===== config.mk =====
export PLATFORM = sky130hd
export DESIGN_NAME = i2c_hs_master
export DESIGN_NICKNAME = d
export VERILOG_FILES = /design/src/include/i2c_hs_pkg.sv /design/src/rtl/i2c_hs_master.sv
export VERILOG_INCLUDE_DIRS = /design/src /design/src/include
export SDC_FILE = /design/constraint.sdc
export NUM_CORES = 1
export LEC_CHECK = 0
export BUFFER_PORTS_ARGS = -buffer_cell sky130_fd_sc_hd__buf_4
export CAP_MARGIN = 0
export CORE_MARGIN = 1.5
export CORE_UTILIZATION = 55
export CTS_CLUSTER_DIAMETER = 80
export DETAILED_ROUTE_END_ITERATION = 7
export PLACE_DENSITY_LB_ADDON = 0.25
export SYNTH_ARGS = -nofsm -noshare
export SYNTH_HDL_FRONTEND = slang
export SYNTH_SLANG_ARGS = --single-unit

===== constraint.sdc =====
create_clock -name clk -period 3.4 [get_ports clk]
set_input_delay 0.34 -clock clk [delete_from_list [all_inputs] [get_ports clk]]
set_output_delay 0.34 -clock clk [all_outputs]
set_load 0.02 [all_outputs]

===== src/include/i2c_hs_consts.svh =====
`ifndef I2C_HS_CONSTS_SVH
`define I2C_HS_CONSTS_SVH

// Register byte offsets
`define REG_CTRL 8'h00
`define REG_ADDR 8'h04
`define REG_DATA 8'h08
`define REG_CMD 8'h0c
`define REG_INTFLAG 8'h10
`define REG_INTMASK 8'h14
`define REG_STATUS 8'h18

// Control field positions
`define CTRL_ENABLE 0
`define CTRL_SPEED_LO 1
`define CTRL_STRETCH 3
`define CTRL_ACKACT 4
`define CTRL_RESET 5'h00
`define SPEED_HIGH 2'h2

// Address register fields
`define HIGH_SPEED_ADDRESS_BIT_BIT 8
`define MCODE_PREFIX 5'h01

// Interrupt flag positions
`define INT_READ 0
`define INT_WRITE 1
`define INT_ERROR 2

// Commands written to the command register
`define CMD_READ 2'h1
`define CMD_STOP 2'h2

// Bit timing: half SCL periods in ns, clock in MHz
`define CLK_MHZ 100
`define FS_HALF_NS 500
`define HS_HALF_NS 150

`endif


===== src/include/i2c_hs_pkg.sv =====
package i2c_hs_pkg;

    // Master sequencer states
    typedef enum logic [3:0] {
        ST_IDLE,
        ST_START,
        ST_BIT_LOW,
        ST_BIT_HIGH,
        ST_HOLD,
        ST_RS_LOW,
        ST_RS_HIGH,
        ST_STOP_LOW,
        ST_STOP_HIGH,
        ST_STOP_END
    } state_t;

endpackage


===== src/rtl/i2c_hs_master.sv =====
// Local design decisions: the address-and-strobe port and the placing of the registers.
`timescale 1ns/1ps
`include "i2c_hs_consts.svh"

module i2c_hs_master (
    input wire logic clk,
    input wire logic arst_n,
    input wire logic [7:0] reg_addr,
    input wire logic [31:0] reg_wdata,
    input wire logic reg_wr,
    input wire logic reg_rd,
    output logic [31:0] reg_rdata,
    input wire logic scl_i,
    output logic scl_o,
    output logic scl_oe,
    input wire logic sda_i,
    output logic sda_o,
    output logic sda_oe,
    output logic irq
);

    // Half-period cycle counts, least times rounded up
    localparam int FS_CYC_I = (`FS_HALF_NS * `CLK_MHZ + 999) / 1000;
    localparam int HS_CYC_I = (`HS_HALF_NS * `CLK_MHZ + 999) / 1000;
    localparam logic [7:0] FS_CYC = 8'(FS_CYC_I);
    localparam logic [7:0] HS_CYC = 8'(HS_CYC_I);

    // Pin synchronisers
    logic scl_m_q, scl_s_q;
    logic sda_m_q, sda_s_q;
    // Software registers
    logic [4:0] ctrl_q; // Enable, speed, stretch, ack action
    logic [7:0] addr_q; // Target address or master code
    logic hs_bit_q; // High-speed address bit
    logic [7:0] txd_q; // Byte to send
    logic [7:0] rxd_q; // Last received byte
    logic [2:0] flag_q; // Sticky interrupt flags
    logic [2:0] mask_q; // Interrupt mask
    // Sequencer state
    i2c_hs_pkg::state_t st_q;
    logic [7:0] cnt_q; // Half-period timer
    logic cnt_done;
    logic timing_go; // Timer may run
    logic [3:0] bit_q; // Bit index, 8 is the ack slot
    logic [7:0] sh_q; // Shift register
    logic tx_q; // Byte is sent by us
    logic is_addr_q; // Byte is an address
    logic mcode_q; // Byte is the master code
    logic read_dir_q; // Transfer reads from slave
    logic ack_pend_q; // Ack slot still owed to slave
    logic hs_pend_q; // Master code done, switch allowed
    logic hs_q; // Bus is in high-speed mode
    logic rxnack_q; // Last address or data got NACK
    logic arb_q; // Arbitration lost seen
    // Set pulses for the sticky flags
    logic set_read, set_write, set_err;
    // Decoded software strobes
    logic wr_ctrl, wr_addr, wr_data, wr_cmd, wr_flag, wr_mask;
    logic en;
    logic bit_out;
    logic arb_lost;

    assign en = ctrl_q[`CTRL_ENABLE];
    assign wr_ctrl = reg_wr && (reg_addr == `REG_CTRL);
    assign wr_addr = reg_wr && (reg_addr == `REG_ADDR);
    assign wr_data = reg_wr && (reg_addr == `REG_DATA);
    assign wr_cmd = reg_wr && (reg_addr == `REG_CMD);
    assign wr_flag = reg_wr && (reg_addr == `REG_INTFLAG);
    assign wr_mask = reg_wr && (reg_addr == `REG_INTMASK);

    // Two-flop synchronisers on the bus lines
    always_ff @(posedge clk or negedge arst_n) begin
        if (!arst_n) begin
            scl_m_q <= 1'b1;
            scl_s_q <= 1'b1;
            sda_m_q <= 1'b1;
            sda_s_q <= 1'b1;
        end else begin
            scl_m_q <= scl_i;
            scl_s_q <= scl_m_q;
            sda_m_q <= sda_i;
            sda_s_q <= sda_m_q;
        end
    end

    // Control, address, data and mask registers
    always_ff @(posedge clk or negedge arst_n) begin
        if (!arst_n) begin
            ctrl_q <= `CTRL_RESET;
            addr_q <= 8'h00;
            hs_bit_q <= 1'b0;
            txd_q <= 8'h00;
            mask_q <= 3'h0;
        end else begin
            if (wr_ctrl) begin
                ctrl_q <= reg_wdata[4:0];
            end
            if (wr_addr) begin
                addr_q <= reg_wdata[7:0];
                hs_bit_q <= reg_wdata[`HIGH_SPEED_ADDRESS_BIT_BIT];
            end
            if (wr_data) begin
                txd_q <= reg_wdata[7:0];
            end
            if (wr_mask) begin
                mask_q <= reg_wdata[2:0];
            end
        end
    end

    // Sticky flags: hardware set wins over write-one clear
    always_ff @(posedge clk or negedge arst_n) begin
        if (!arst_n) begin
            flag_q <= 3'h0;
        end else begin
            flag_q <= (flag_q & ~(wr_flag ? reg_wdata[2:0] : 3'h0)) | {set_err, set_write, set_read};
        end
    end

    // Level interrupt from unmasked flags
    always_ff @(posedge clk or negedge arst_n) begin
        if (!arst_n) begin
            irq <= 1'b0;
        end else begin
            irq <= |(flag_q & mask_q);
        end
    end

    // Register read data, one cycle after the strobe
    always_ff @(posedge clk or negedge arst_n) begin
        if (!arst_n) begin
            reg_rdata <= 32'h0000_0000;
        end else if (reg_rd) begin
            case (reg_addr)
                `REG_CTRL: reg_rdata <= {27'h0, ctrl_q};
                `REG_ADDR: reg_rdata <= {23'h0, hs_bit_q, addr_q};
                `REG_DATA: reg_rdata <= {24'h0, rxd_q};
                `REG_INTFLAG: reg_rdata <= {29'h0, flag_q};
                `REG_INTMASK: reg_rdata <= {29'h0, mask_q};
                `REG_STATUS: begin
                    reg_rdata <= {27'h0, st_q != i2c_hs_pkg::ST_IDLE, st_q == i2c_hs_pkg::ST_HOLD,
                                  hs_q, arb_q, rxnack_q};
                end
                default: reg_rdata <= 32'h0000_0000; // Unmapped reads zero
            endcase
        end else begin
            reg_rdata <= 32'h0000_0000;
        end
    end

    // Timer waits for SCL to rise while released, allowing slave stretch
    assign timing_go = (st_q != i2c_hs_pkg::ST_BIT_HIGH && st_q != i2c_hs_pkg::ST_RS_HIGH
                        && st_q != i2c_hs_pkg::ST_STOP_HIGH) || scl_s_q;
    assign cnt_done = timing_go && (cnt_q == 8'h00);

    // Bit to place on SDA in the low phase
    always_comb begin
        if (bit_q == 4'd8) begin
            bit_out = tx_q ? 1'b1 : ctrl_q[`CTRL_ACKACT];
        end else begin
            bit_out = tx_q ? sh_q[7] : 1'b1;
        end
    end

    // Released high but seen low during a sent bit, full speed only
    assign arb_lost = tx_q && (bit_q != 4'd8) && sh_q[7] && !sda_s_q && !hs_q;

    // Half-period timer, reloaded on every state step
    always_ff @(posedge clk or negedge arst_n) begin
        if (!arst_n) begin
            cnt_q <= 8'h00;
        end else if (st_q == i2c_hs_pkg::ST_IDLE || st_q == i2c_hs_pkg::ST_HOLD || cnt_done) begin
            cnt_q <= hs_q ? HS_CYC : FS_CYC;
        end else if (timing_go) begin
            cnt_q <= cnt_q - 8'h01;
        end
    end

    // Main sequencer
    always_ff @(posedge clk or negedge arst_n) begin
        if (!arst_n) begin
            st_q <= i2c_hs_pkg::ST_IDLE;
            bit_q <= 4'h0;
            sh_q <= 8'h00;
            tx_q <= 1'b0;
            is_addr_q <= 1'b0;
            mcode_q <= 1'b0;
            read_dir_q <= 1'b0;
            ack_pend_q <= 1'b0;
            hs_pend_q <= 1'b0;
            hs_q <= 1'b0;
            rxnack_q <= 1'b0;
            arb_q <= 1'b0;
            rxd_q <= 8'h00;
            scl_oe <= 1'b0;
            sda_oe <= 1'b0;
            set_read <= 1'b0;
            set_write <= 1'b0;
            set_err <= 1'b0;
        end else begin
            set_read <= 1'b0;
            set_write <= 1'b0;
            set_err <= 1'b0;
            case (st_q)
                i2c_hs_pkg::ST_IDLE: begin
                    // Address write starts a transfer at full speed
                    hs_q <= 1'b0;
                    hs_pend_q <= 1'b0;
                    scl_oe <= 1'b0;
                    sda_oe <= 1'b0;
                    if (wr_addr && en) begin
                        sh_q <= reg_wdata[7:0];
                        read_dir_q <= reg_wdata[0];
                        mcode_q <= !reg_wdata[`HIGH_SPEED_ADDRESS_BIT_BIT] && (reg_wdata[7:3] == `MCODE_PREFIX);
                        tx_q <= 1'b1;
                        is_addr_q <= 1'b1;
                        bit_q <= 4'h0;
                        arb_q <= 1'b0;
                        sda_oe <= 1'b1; // Start: SDA falls while SCL high
                        st_q <= i2c_hs_pkg::ST_START;
                    end
                end
                i2c_hs_pkg::ST_START: begin
                    if (cnt_done) begin
                        scl_oe <= 1'b1;
                        st_q <= i2c_hs_pkg::ST_BIT_LOW;
                    end
                end
                i2c_hs_pkg::ST_BIT_LOW: begin
                    // SCL low: present the bit, then release SCL
                    sda_oe <= !bit_out;
                    if (cnt_done) begin
                        scl_oe <= 1'b0;
                        st_q <= i2c_hs_pkg::ST_BIT_HIGH;
                    end
                end
                i2c_hs_pkg::ST_BIT_HIGH: begin
                    if (arb_lost && scl_s_q) begin
                        // Lost: release bus, set write and error flags
                        scl_oe <= 1'b0;
                        sda_oe <= 1'b0;
                        arb_q <= 1'b1;
                        set_write <= 1'b1;
                        set_err <= 1'b1;
                        st_q <= i2c_hs_pkg::ST_IDLE;
                    end else if (cnt_done) begin
                        scl_oe <= 1'b1;
                        if (bit_q != 4'd8) begin
                            sh_q <= {sh_q[6:0], sda_s_q};
                            if (bit_q == 4'd7 && !tx_q && !ctrl_q[`CTRL_STRETCH]) begin
                                // No stretch mode: flag before the ack slot
                                rxd_q <= {sh_q[6:0], sda_s_q};
                                set_read <= 1'b1;
                                ack_pend_q <= 1'b1;
                                bit_q <= 4'd8;
                                st_q <= i2c_hs_pkg::ST_HOLD;
                            end else begin
                                bit_q <= bit_q + 4'h1;
                                st_q <= i2c_hs_pkg::ST_BIT_LOW;
                            end
                        end else if (mcode_q) begin
                            // Master code NACK done at full speed
                            mcode_q <= 1'b0;
                            hs_pend_q <= 1'b1;
                            set_write <= 1'b1;
                            st_q <= i2c_hs_pkg::ST_HOLD;
                        end else if (tx_q) begin
                            rxnack_q <= sda_s_q;
                            is_addr_q <= 1'b0;
                            if (is_addr_q && read_dir_q && !sda_s_q) begin
                                // Address acked for a read: receive at once
                                tx_q <= 1'b0;
                                bit_q <= 4'h0;
                                st_q <= i2c_hs_pkg::ST_BIT_LOW;
                            end else begin
                                set_write <= 1'b1;
                                st_q <= i2c_hs_pkg::ST_HOLD;
                            end
                        end else if (ctrl_q[`CTRL_STRETCH]) begin
                            // Byte in and ack driven, then flag
                            rxd_q <= sh_q;
                            set_read <= 1'b1;
                            st_q <= i2c_hs_pkg::ST_HOLD;
                        end else if (ctrl_q[`CTRL_ACKACT]) begin
                            st_q <= i2c_hs_pkg::ST_HOLD; // NACK ends reception
                        end else begin
                            bit_q <= 4'h0;
                            st_q <= i2c_hs_pkg::ST_BIT_LOW;
                        end
                    end
                end
                i2c_hs_pkg::ST_HOLD: begin
                    // SCL held low until software acts
                    scl_oe <= 1'b1;
                    if (wr_addr && en) begin
                        sh_q <= reg_wdata[7:0];
                        read_dir_q <= reg_wdata[0];
                        tx_q <= 1'b1;
                        is_addr_q <= 1'b1;
                        bit_q <= 4'h0;
                        ack_pend_q <= 1'b0;
                        if (hs_pend_q && reg_wdata[`HIGH_SPEED_ADDRESS_BIT_BIT]) begin
                            hs_q <= 1'b1;
                        end
                        hs_pend_q <= 1'b0;
                        st_q <= i2c_hs_pkg::ST_RS_LOW;
                    end else if (wr_data && en && !read_dir_q) begin
                        sh_q <= reg_wdata[7:0];
                        tx_q <= 1'b1;
                        bit_q <= 4'h0;
                        st_q <= i2c_hs_pkg::ST_BIT_LOW;
                    end else if (wr_cmd && reg_wdata[1:0] == `CMD_READ && read_dir_q) begin
                        tx_q <= 1'b0;
                        bit_q <= ack_pend_q ? 4'd8 : 4'h0;
                        ack_pend_q <= 1'b0;
                        st_q <= i2c_hs_pkg::ST_BIT_LOW;
                    end else if (wr_cmd && reg_wdata[1:0] == `CMD_STOP) begin
                        ack_pend_q <= 1'b0;
                        sda_oe <= 1'b1;
                        st_q <= i2c_hs_pkg::ST_STOP_LOW;
                    end
                end
                i2c_hs_pkg::ST_RS_LOW: begin
                    // Release SDA with SCL low, timed at the speed loaded in hold; a switch applies from the next phase
                    sda_oe <= 1'b0;
                    if (cnt_done) begin
                        scl_oe <= 1'b0;
                        st_q <= i2c_hs_pkg::ST_RS_HIGH;
                    end
                end
                i2c_hs_pkg::ST_RS_HIGH: begin
                    if (cnt_done) begin
                        sda_oe <= 1'b1;
                        st_q <= i2c_hs_pkg::ST_START;
                    end
                end
                i2c_hs_pkg::ST_STOP_LOW: begin
                    if (cnt_done) begin
                        scl_oe <= 1'b0;
                        st_q <= i2c_hs_pkg::ST_STOP_HIGH;
                    end
                end
                i2c_hs_pkg::ST_STOP_HIGH: begin
                    if (cnt_done) begin
                        sda_oe <= 1'b0;
                        st_q <= i2c_hs_pkg::ST_STOP_END;
                    end
                end
                i2c_hs_pkg::ST_STOP_END: begin
                    // High speed ends only with the stop
                    if (cnt_done) begin
                        hs_q <= 1'b0;
                        st_q <= i2c_hs_pkg::ST_IDLE;
                    end
                end
                default: begin
                    st_q <= i2c_hs_pkg::ST_IDLE;
                end
            endcase
        end
    end

    // Open-drain drive value is always low
    always_ff @(posedge clk or negedge arst_n) begin
        if (!arst_n) begin
            scl_o <= 1'b0;
            sda_o <= 1'b0;
        end else begin
            scl_o <= 1'b0;
            sda_o <= 1'b0;
        end
    end

endmodule

==> reports/metrics.cfg, run 1 <==
[status]
outcome=complete, no violations

[finish]
n_fill_cell=659
fin_util_pct=63.3
num_antenna_cells=0
syn_to_final_growth_pct=9.96
drive_gt1_share_pct=18.5
final_nets=563

[placed_design]
post-place-ws_ns=0.658
portBuffers=34
dpl.hpwl_um=7540
gp_congestion=0.884

[clock_network]
clockRootBuffer=clkbuf_8
clock_sinks=80
postCtsHoldBufs=0
cts_tree=built
h-tree-depth=3
ctsResizeCount=0
clk_pin_slew_ns=0.09
clock_latency_ns=0.35
numCtsBuffers=9
max-clock-path-buffers=2
cts_setup_buffers=0

[logic_synthesis]
synth_top_area_share_pct=42.3
synth.avg_cell_area_um2=9.33
ys_warn_count=0
ys_async_sr_fraction_pct=100
yosys_most_used_dff=dfrtp_1
yosys.area.top_type=dfrtp_1
synth_edf_count=0
syn_area_um2=4500
yosysMostFrequentCell=dfrtp_1
ys_seq_elements=80
ys_top_cells_by_count=76 x dfrtp_1, 62 x nand2_1, 51 x nor2_1
synthCells=482
synth_area_leaders=dfrtp_1 42%, mux2_2 5.5%, nand2_1 5.2%
ys_seq_area_share_pct=44.6
synth_cell_types=68

[sta]
timing.final.crit_share_pct=83.7
fin_crit_ns=2.84
maxSlewViolCount=0
worst_pin_slew_ns=0.999
fmax_mhz=352
tns_ns=0
fin_hold_ws_ns=0.0909
maxSlewHeadroom_pct=33.4
rsz0062_at_grt=no
fin_ws_ns=0.556
setup_violations=0
finClkSkew_ns=0.0113
hold_viol=0

[setup_path]
start_kind=flop
crit_type=reg2reg
crit_fanout=18
cp-end-kind=flop
cp.arrival_ns=3.09
critPathRequiredTime_ns=3.64

[global_route]
grt_max_degree=81
overflow=0
first_global_vias=3470
grt.total_usage_pct=26.2
grt_first_pass_wirelength_um=17600
antenna_found_initial=0

[floorplan]
fp.dieW_um=93.4
die_y_um=93.4
fp.coreArea_um2=7810
dieArea_um2=8730
initial_utilization_pct=57.6
io_pins=83
rows=32

[power]
p_leak_nw=2.23
p_per_area_nw_per_um2=605
ir_drop_mv=0.391

[flow_run]
max_cap_violations=0

[drt]
ant_nets=0
num_vias=3735
drt_iter0_drc=259
wl_per_cell_um=17.3
via_per_inst=6.02
post-route-drc-count=0
wl_um=10700
firstDrtPassIters=5

[worst_hold_path]
hold_class=in2reg

==> placed cells by master, fill, tap and decap left out, drive strengths merged, types with 4 or more instances in the layout <==
| cell type | n |
|---|---|
| mux2 | 22 |
| nand4 | 6 |
| a22oi | 12 |
| dfstp | 4 |
| buf | 42 |
| a21oi | 21 |
| nand3 | 8 |
| a31oi | 21 |
| nor3b | 6 |
| nand2 | 63 |
| ha | 4 |
| dfrtp | 76 |
| nor3 | 12 |
| nor2 | 51 |
| inv | 14 |
| or3 | 5 |
| clkbuf | 10 |
| nor2b | 13 |
| nand2b | 6 |
| o21ai | 21 |
| conb | 25 |
==> cells by family after synthesis <==
family / Yosys count / synth area share, %
flops: 80 / 44.6
fa+ha+maj: 4 / 1.11
compound gates: 112 / 17.4
simple gates: 200 / 22.7
other cells: 1 / 0.0834
mux: 23 / 5.73
buf+inv: 58 / 7.63
xor+xnor: 4 / 0.779
==> flip-flops by register name, summed over array words and instances, names as in the netlist, 3 cells and up <==
register and flops:
flag_q 3, rxd_q 8, cnt_q 8, addr_q 8, reg_rdata 9, ctrl_q 5, mask_q 3, st_q 4
bit_q 4, sh_q 8
==> where the power goes <==
group          total, mW  leakage (nW)  internal (mW)  switching [mW]
combinational       1.00          1.09          0.386           0.619
sequential          1.25          1.03           1.09           0.158
clock              0.737         0.105          0.369           0.368
==> worst max-delay path, cell delays in order, from the launching register on <==
cell	delay [ns]
dfrtp_1	0.49
nor3_1	0.39
a32o_1	0.75
nor3_2	0.26
nor2_1	0.43
a41oi_1	0.18
o22a_1	0.22
==> final timing paths <==
check | startpoint | to | slack (ns) | cells after the start
worst min register to register | sda_m_q | sda_s_q | 0.35 | 0
worst min-delay path | scl_i | scl_m_q | 0.09 | 1
min in group asynchronous | arst_n | scl_oe | 0.15 | 1
max in group asynchronous | arst_n | bit_q[0] | 2.61 | 1
worst max register to register | st_q[1] | cnt_q[4] | 0.56 | 6
worst max-delay path | st_q[1] | cnt_q[4] | 0.56 | 6
==> stage by stage <==
stage | power, mW | area [um^2] | std cells
after floorplan | 2.03 | 4590 | 506
after global placement | 2.21 | 4730 | 604
after detailed placement | 2.25 | 4730 | 604
after CTS | 3.00 | 4940 | 620
after global routing | 3.19 | 4940 | 620
final | 2.99 | 4940 | 620
==> final cells by class <==
cell class	instances	area [um^2]	area share [%]
clock buffers	10	138	2.78
clock inverters	6	75.1	1.52
inverters	12	45.0	0.911
multi-input cells	368	2240	45.2
flip-flops and latches	80	2010	40.6
well taps	102	128	2.58
repair buffers	42	315	6.38
==> layer usage <==
layer | vias up | part of all wire (%) | GRT usage, %
met5 | - | 0 | 0
met4 | 0 | 1.5 | 10.5
met3 | 20 | 6.9 | 4.80
met2 | 134 | 46 | 39.2
met1 | 1825 | 45 | 37.6
li1 | 1756 | - | -
(Power assumes the default switching activity.)
==> inputs of run 2 (changes only) <==
- ABC_AREA: unset -> 1
- clock period: 3.4 -> 3 ns (I/O delays scaled with it)
==> run 2 against run 1 <==
Net effect: routed wire length up 3.0%; worst hold slack worse by 0.039 ns; sequential power up 15%; largest power group is now combinational cells.
==> reports/metrics.cfg, run 2 <==
[clock_network]
postCtsHoldBufs=0
clk_pin_slew_ns=0.08
max-clock-path-buffers=2
clock_sinks=80
h-tree-depth=3
cts_tree=built
ctsResizeCount=0
numCtsBuffers=9
cts_setup_buffers=0
clock_latency_ns=0.35
clockRootBuffer=clkbuf_8

[sta]
maxSlewHeadroom_pct=33.7
timing.final.crit_share_pct=72.5
fin_hold_ws_ns=0.0520
hold_viol=0
fin_ws_ns=0.824
setup_violations=0
worst_pin_slew_ns=0.995
fin_crit_ns=2.18
finClkSkew_ns=0.00839
fmax_mhz=460
tns_ns=0
maxSlewViolCount=0
rsz0062_at_grt=no

[global_route]
grt_first_pass_wirelength_um=18900
antenna_found_initial=0
grt.total_usage_pct=27.3
grt_max_degree=81
overflow=0
first_global_vias=3890

[logic_synthesis]
synthCells=610
yosys.area.top_type=dfrtp_1
synth_edf_count=0
synth_cell_types=41
ys_top_cells_by_count=166 x nand2_1, 76 x dfrtp_1, 64 x inv_1
ys_async_sr_fraction_pct=100
ys_warn_count=0
synth.avg_cell_area_um2=7.63
ys_seq_elements=80
yosysMostFrequentCell=nand2_1
synth_area_leaders=dfrtp_1 41%, nand2_1 13%, o21ai_0 5.9%
yosys_most_used_dff=dfrtp_1
ys_seq_area_share_pct=43.1
syn_area_um2=4650
synth_top_area_share_pct=40.9

[floorplan]
die_y_um=95.0
fp.coreArea_um2=8220
fp.dieW_um=95.0
dieArea_um2=9020
rows=33
io_pins=83
initial_utilization_pct=56.6

[finish]
final_cell_mix=166 x nand2_1, 76 x dfrtp_1, 64 x inv_1
layout_commonest_cell=nand2_1
syn_to_final_growth_pct=10.2
regArea_um2=2010
top_register=reg_rdata
num_antenna_cells=0
drive_gt1_share_pct=14.7
fin_util_pct=62.4
instances_no_fill=758
n_fill_cell=757
final_nets=698
largest_reg_flops=9
multi_input_area_um2=2230

[placed_design]
dp_cells=742
gp_congestion=0.954
portBuffers=34
dpl.hpwl_um=8280
post-place-ws_ns=0.824

[drt]
drt_iter0_drc=344
post-route-drc-count=0
wl_per_cell_um=14.6
ant_nets=0
wl_um=11000
num_vias=4110
firstDrtPassIters=5
via_per_inst=5.42

[setup_path]
cp.arrival_ns=2.41
cp-end-kind=flop
crit_fanout=17
crit_type=reg2reg
rr_worst_depth=11
start_kind=flop
critPathRequiredTime_ns=3.24

[power]
p_per_area_nw_per_um2=781
p_leak_nw=2.59
ir_drop_mv=0.370

[flow_run]
max_cap_violations=0

[worst_hold_path]
hold_path_depth=1
hold_class=in2reg

[status]
outcome=complete, no violations

[run 2: cell types whose count changed after synthesis, sizes merged, moves of 7 or more]
cell    delta
nand3     +49
nand2    +112
nor2b     -13
inv       +58
a22oi     -11
clkbuf    -13
mux2      -19
nand4      +7
a31oi     -19
o21ai     +47
[run 2: worst paths after layout]
check	slack, ns	to	from
setup reg to reg	0.82	rxd_q[3]	bit_q[0]
hold / removal	0.05	sda_m_q	sda_i
hold reg to reg	0.36	scl_s_q	scl_m_q
setup / recovery	0.82	rxd_q[3]	bit_q[0]
min in group asynchronous	0.11	reg_rdata[2]	arst_n
max in group asynchronous	2.26	scl_oe	arst_n
[run 2: final cells by class]
| type | instances | share of cell area (%) |
|---|---|---|
| clock buffers | 12 | 2.83 |
| clock inverters | 4 | 1.49 |
| inverters | 71 | 5.25 |
| multi-input cells | 450 | 43.5 |
| flip-flops and latches | 80 | 39.1 |
| well taps | 105 | 2.56 |
| repair buffers | 36 | 5.27 |
[run 2: cell families (layout without fill, tap and decap cells)]
group | after synthesis | in the layout | share of synthesized area [%]
AO/OA/AOI/OAI | 97 | 97 | 12.3
XOR/XNOR | 4 | 4 | 0.753
adder cells (fa/ha/maj) | 4 | 4 | 1.08
buffers and inverters | 104 | 123 | 10.9
flip-flops | 80 | 80 | 43.1
multiplexers | 7 | 7 | 1.59
other | 1 | 25 | 0.0806
AND/OR/NAND/NOR | 313 | 313 | 30.2
[run 2: worst max-delay path: stages (launching register included)]
cell and delay (ns):
dfrtp_1 0.43, inv_1 0.10, ha_1 0.16, nand2_1 0.06
nor2_2 0.26, inv_2 0.17, nand2_1 0.20, nand2_1 0.07
nor2_1 0.16, nand3_4 0.24, nand2_1 0.15, o21ai_2 0.06
[run 2: per-stage QoR]
stage	instance area, um^2	total power [mW]
final	5130	4.00
after global routing	5130	4.32
after CTS	5130	4.00
after detailed placement	4910	3.11
after global placement	4910	3.05
after floorplan	4740	2.71
[run 2: layer usage]
metal	part of all wire [%]	GRT usage [%]	vias up
li1	-	-	2009
met1	46	38.1	1926
met2	45	43.5	156
met3	6.3	3.54	19
met4	1.8	9.70	0
met5	0	0	-
[run 2: power by group]
part	leakage (nW)	switching, mW	internal (mW)
combinational	1.44	1.14	0.529
clock	0.107	0.397	0.496
sequential	1.04	0.170	1.27
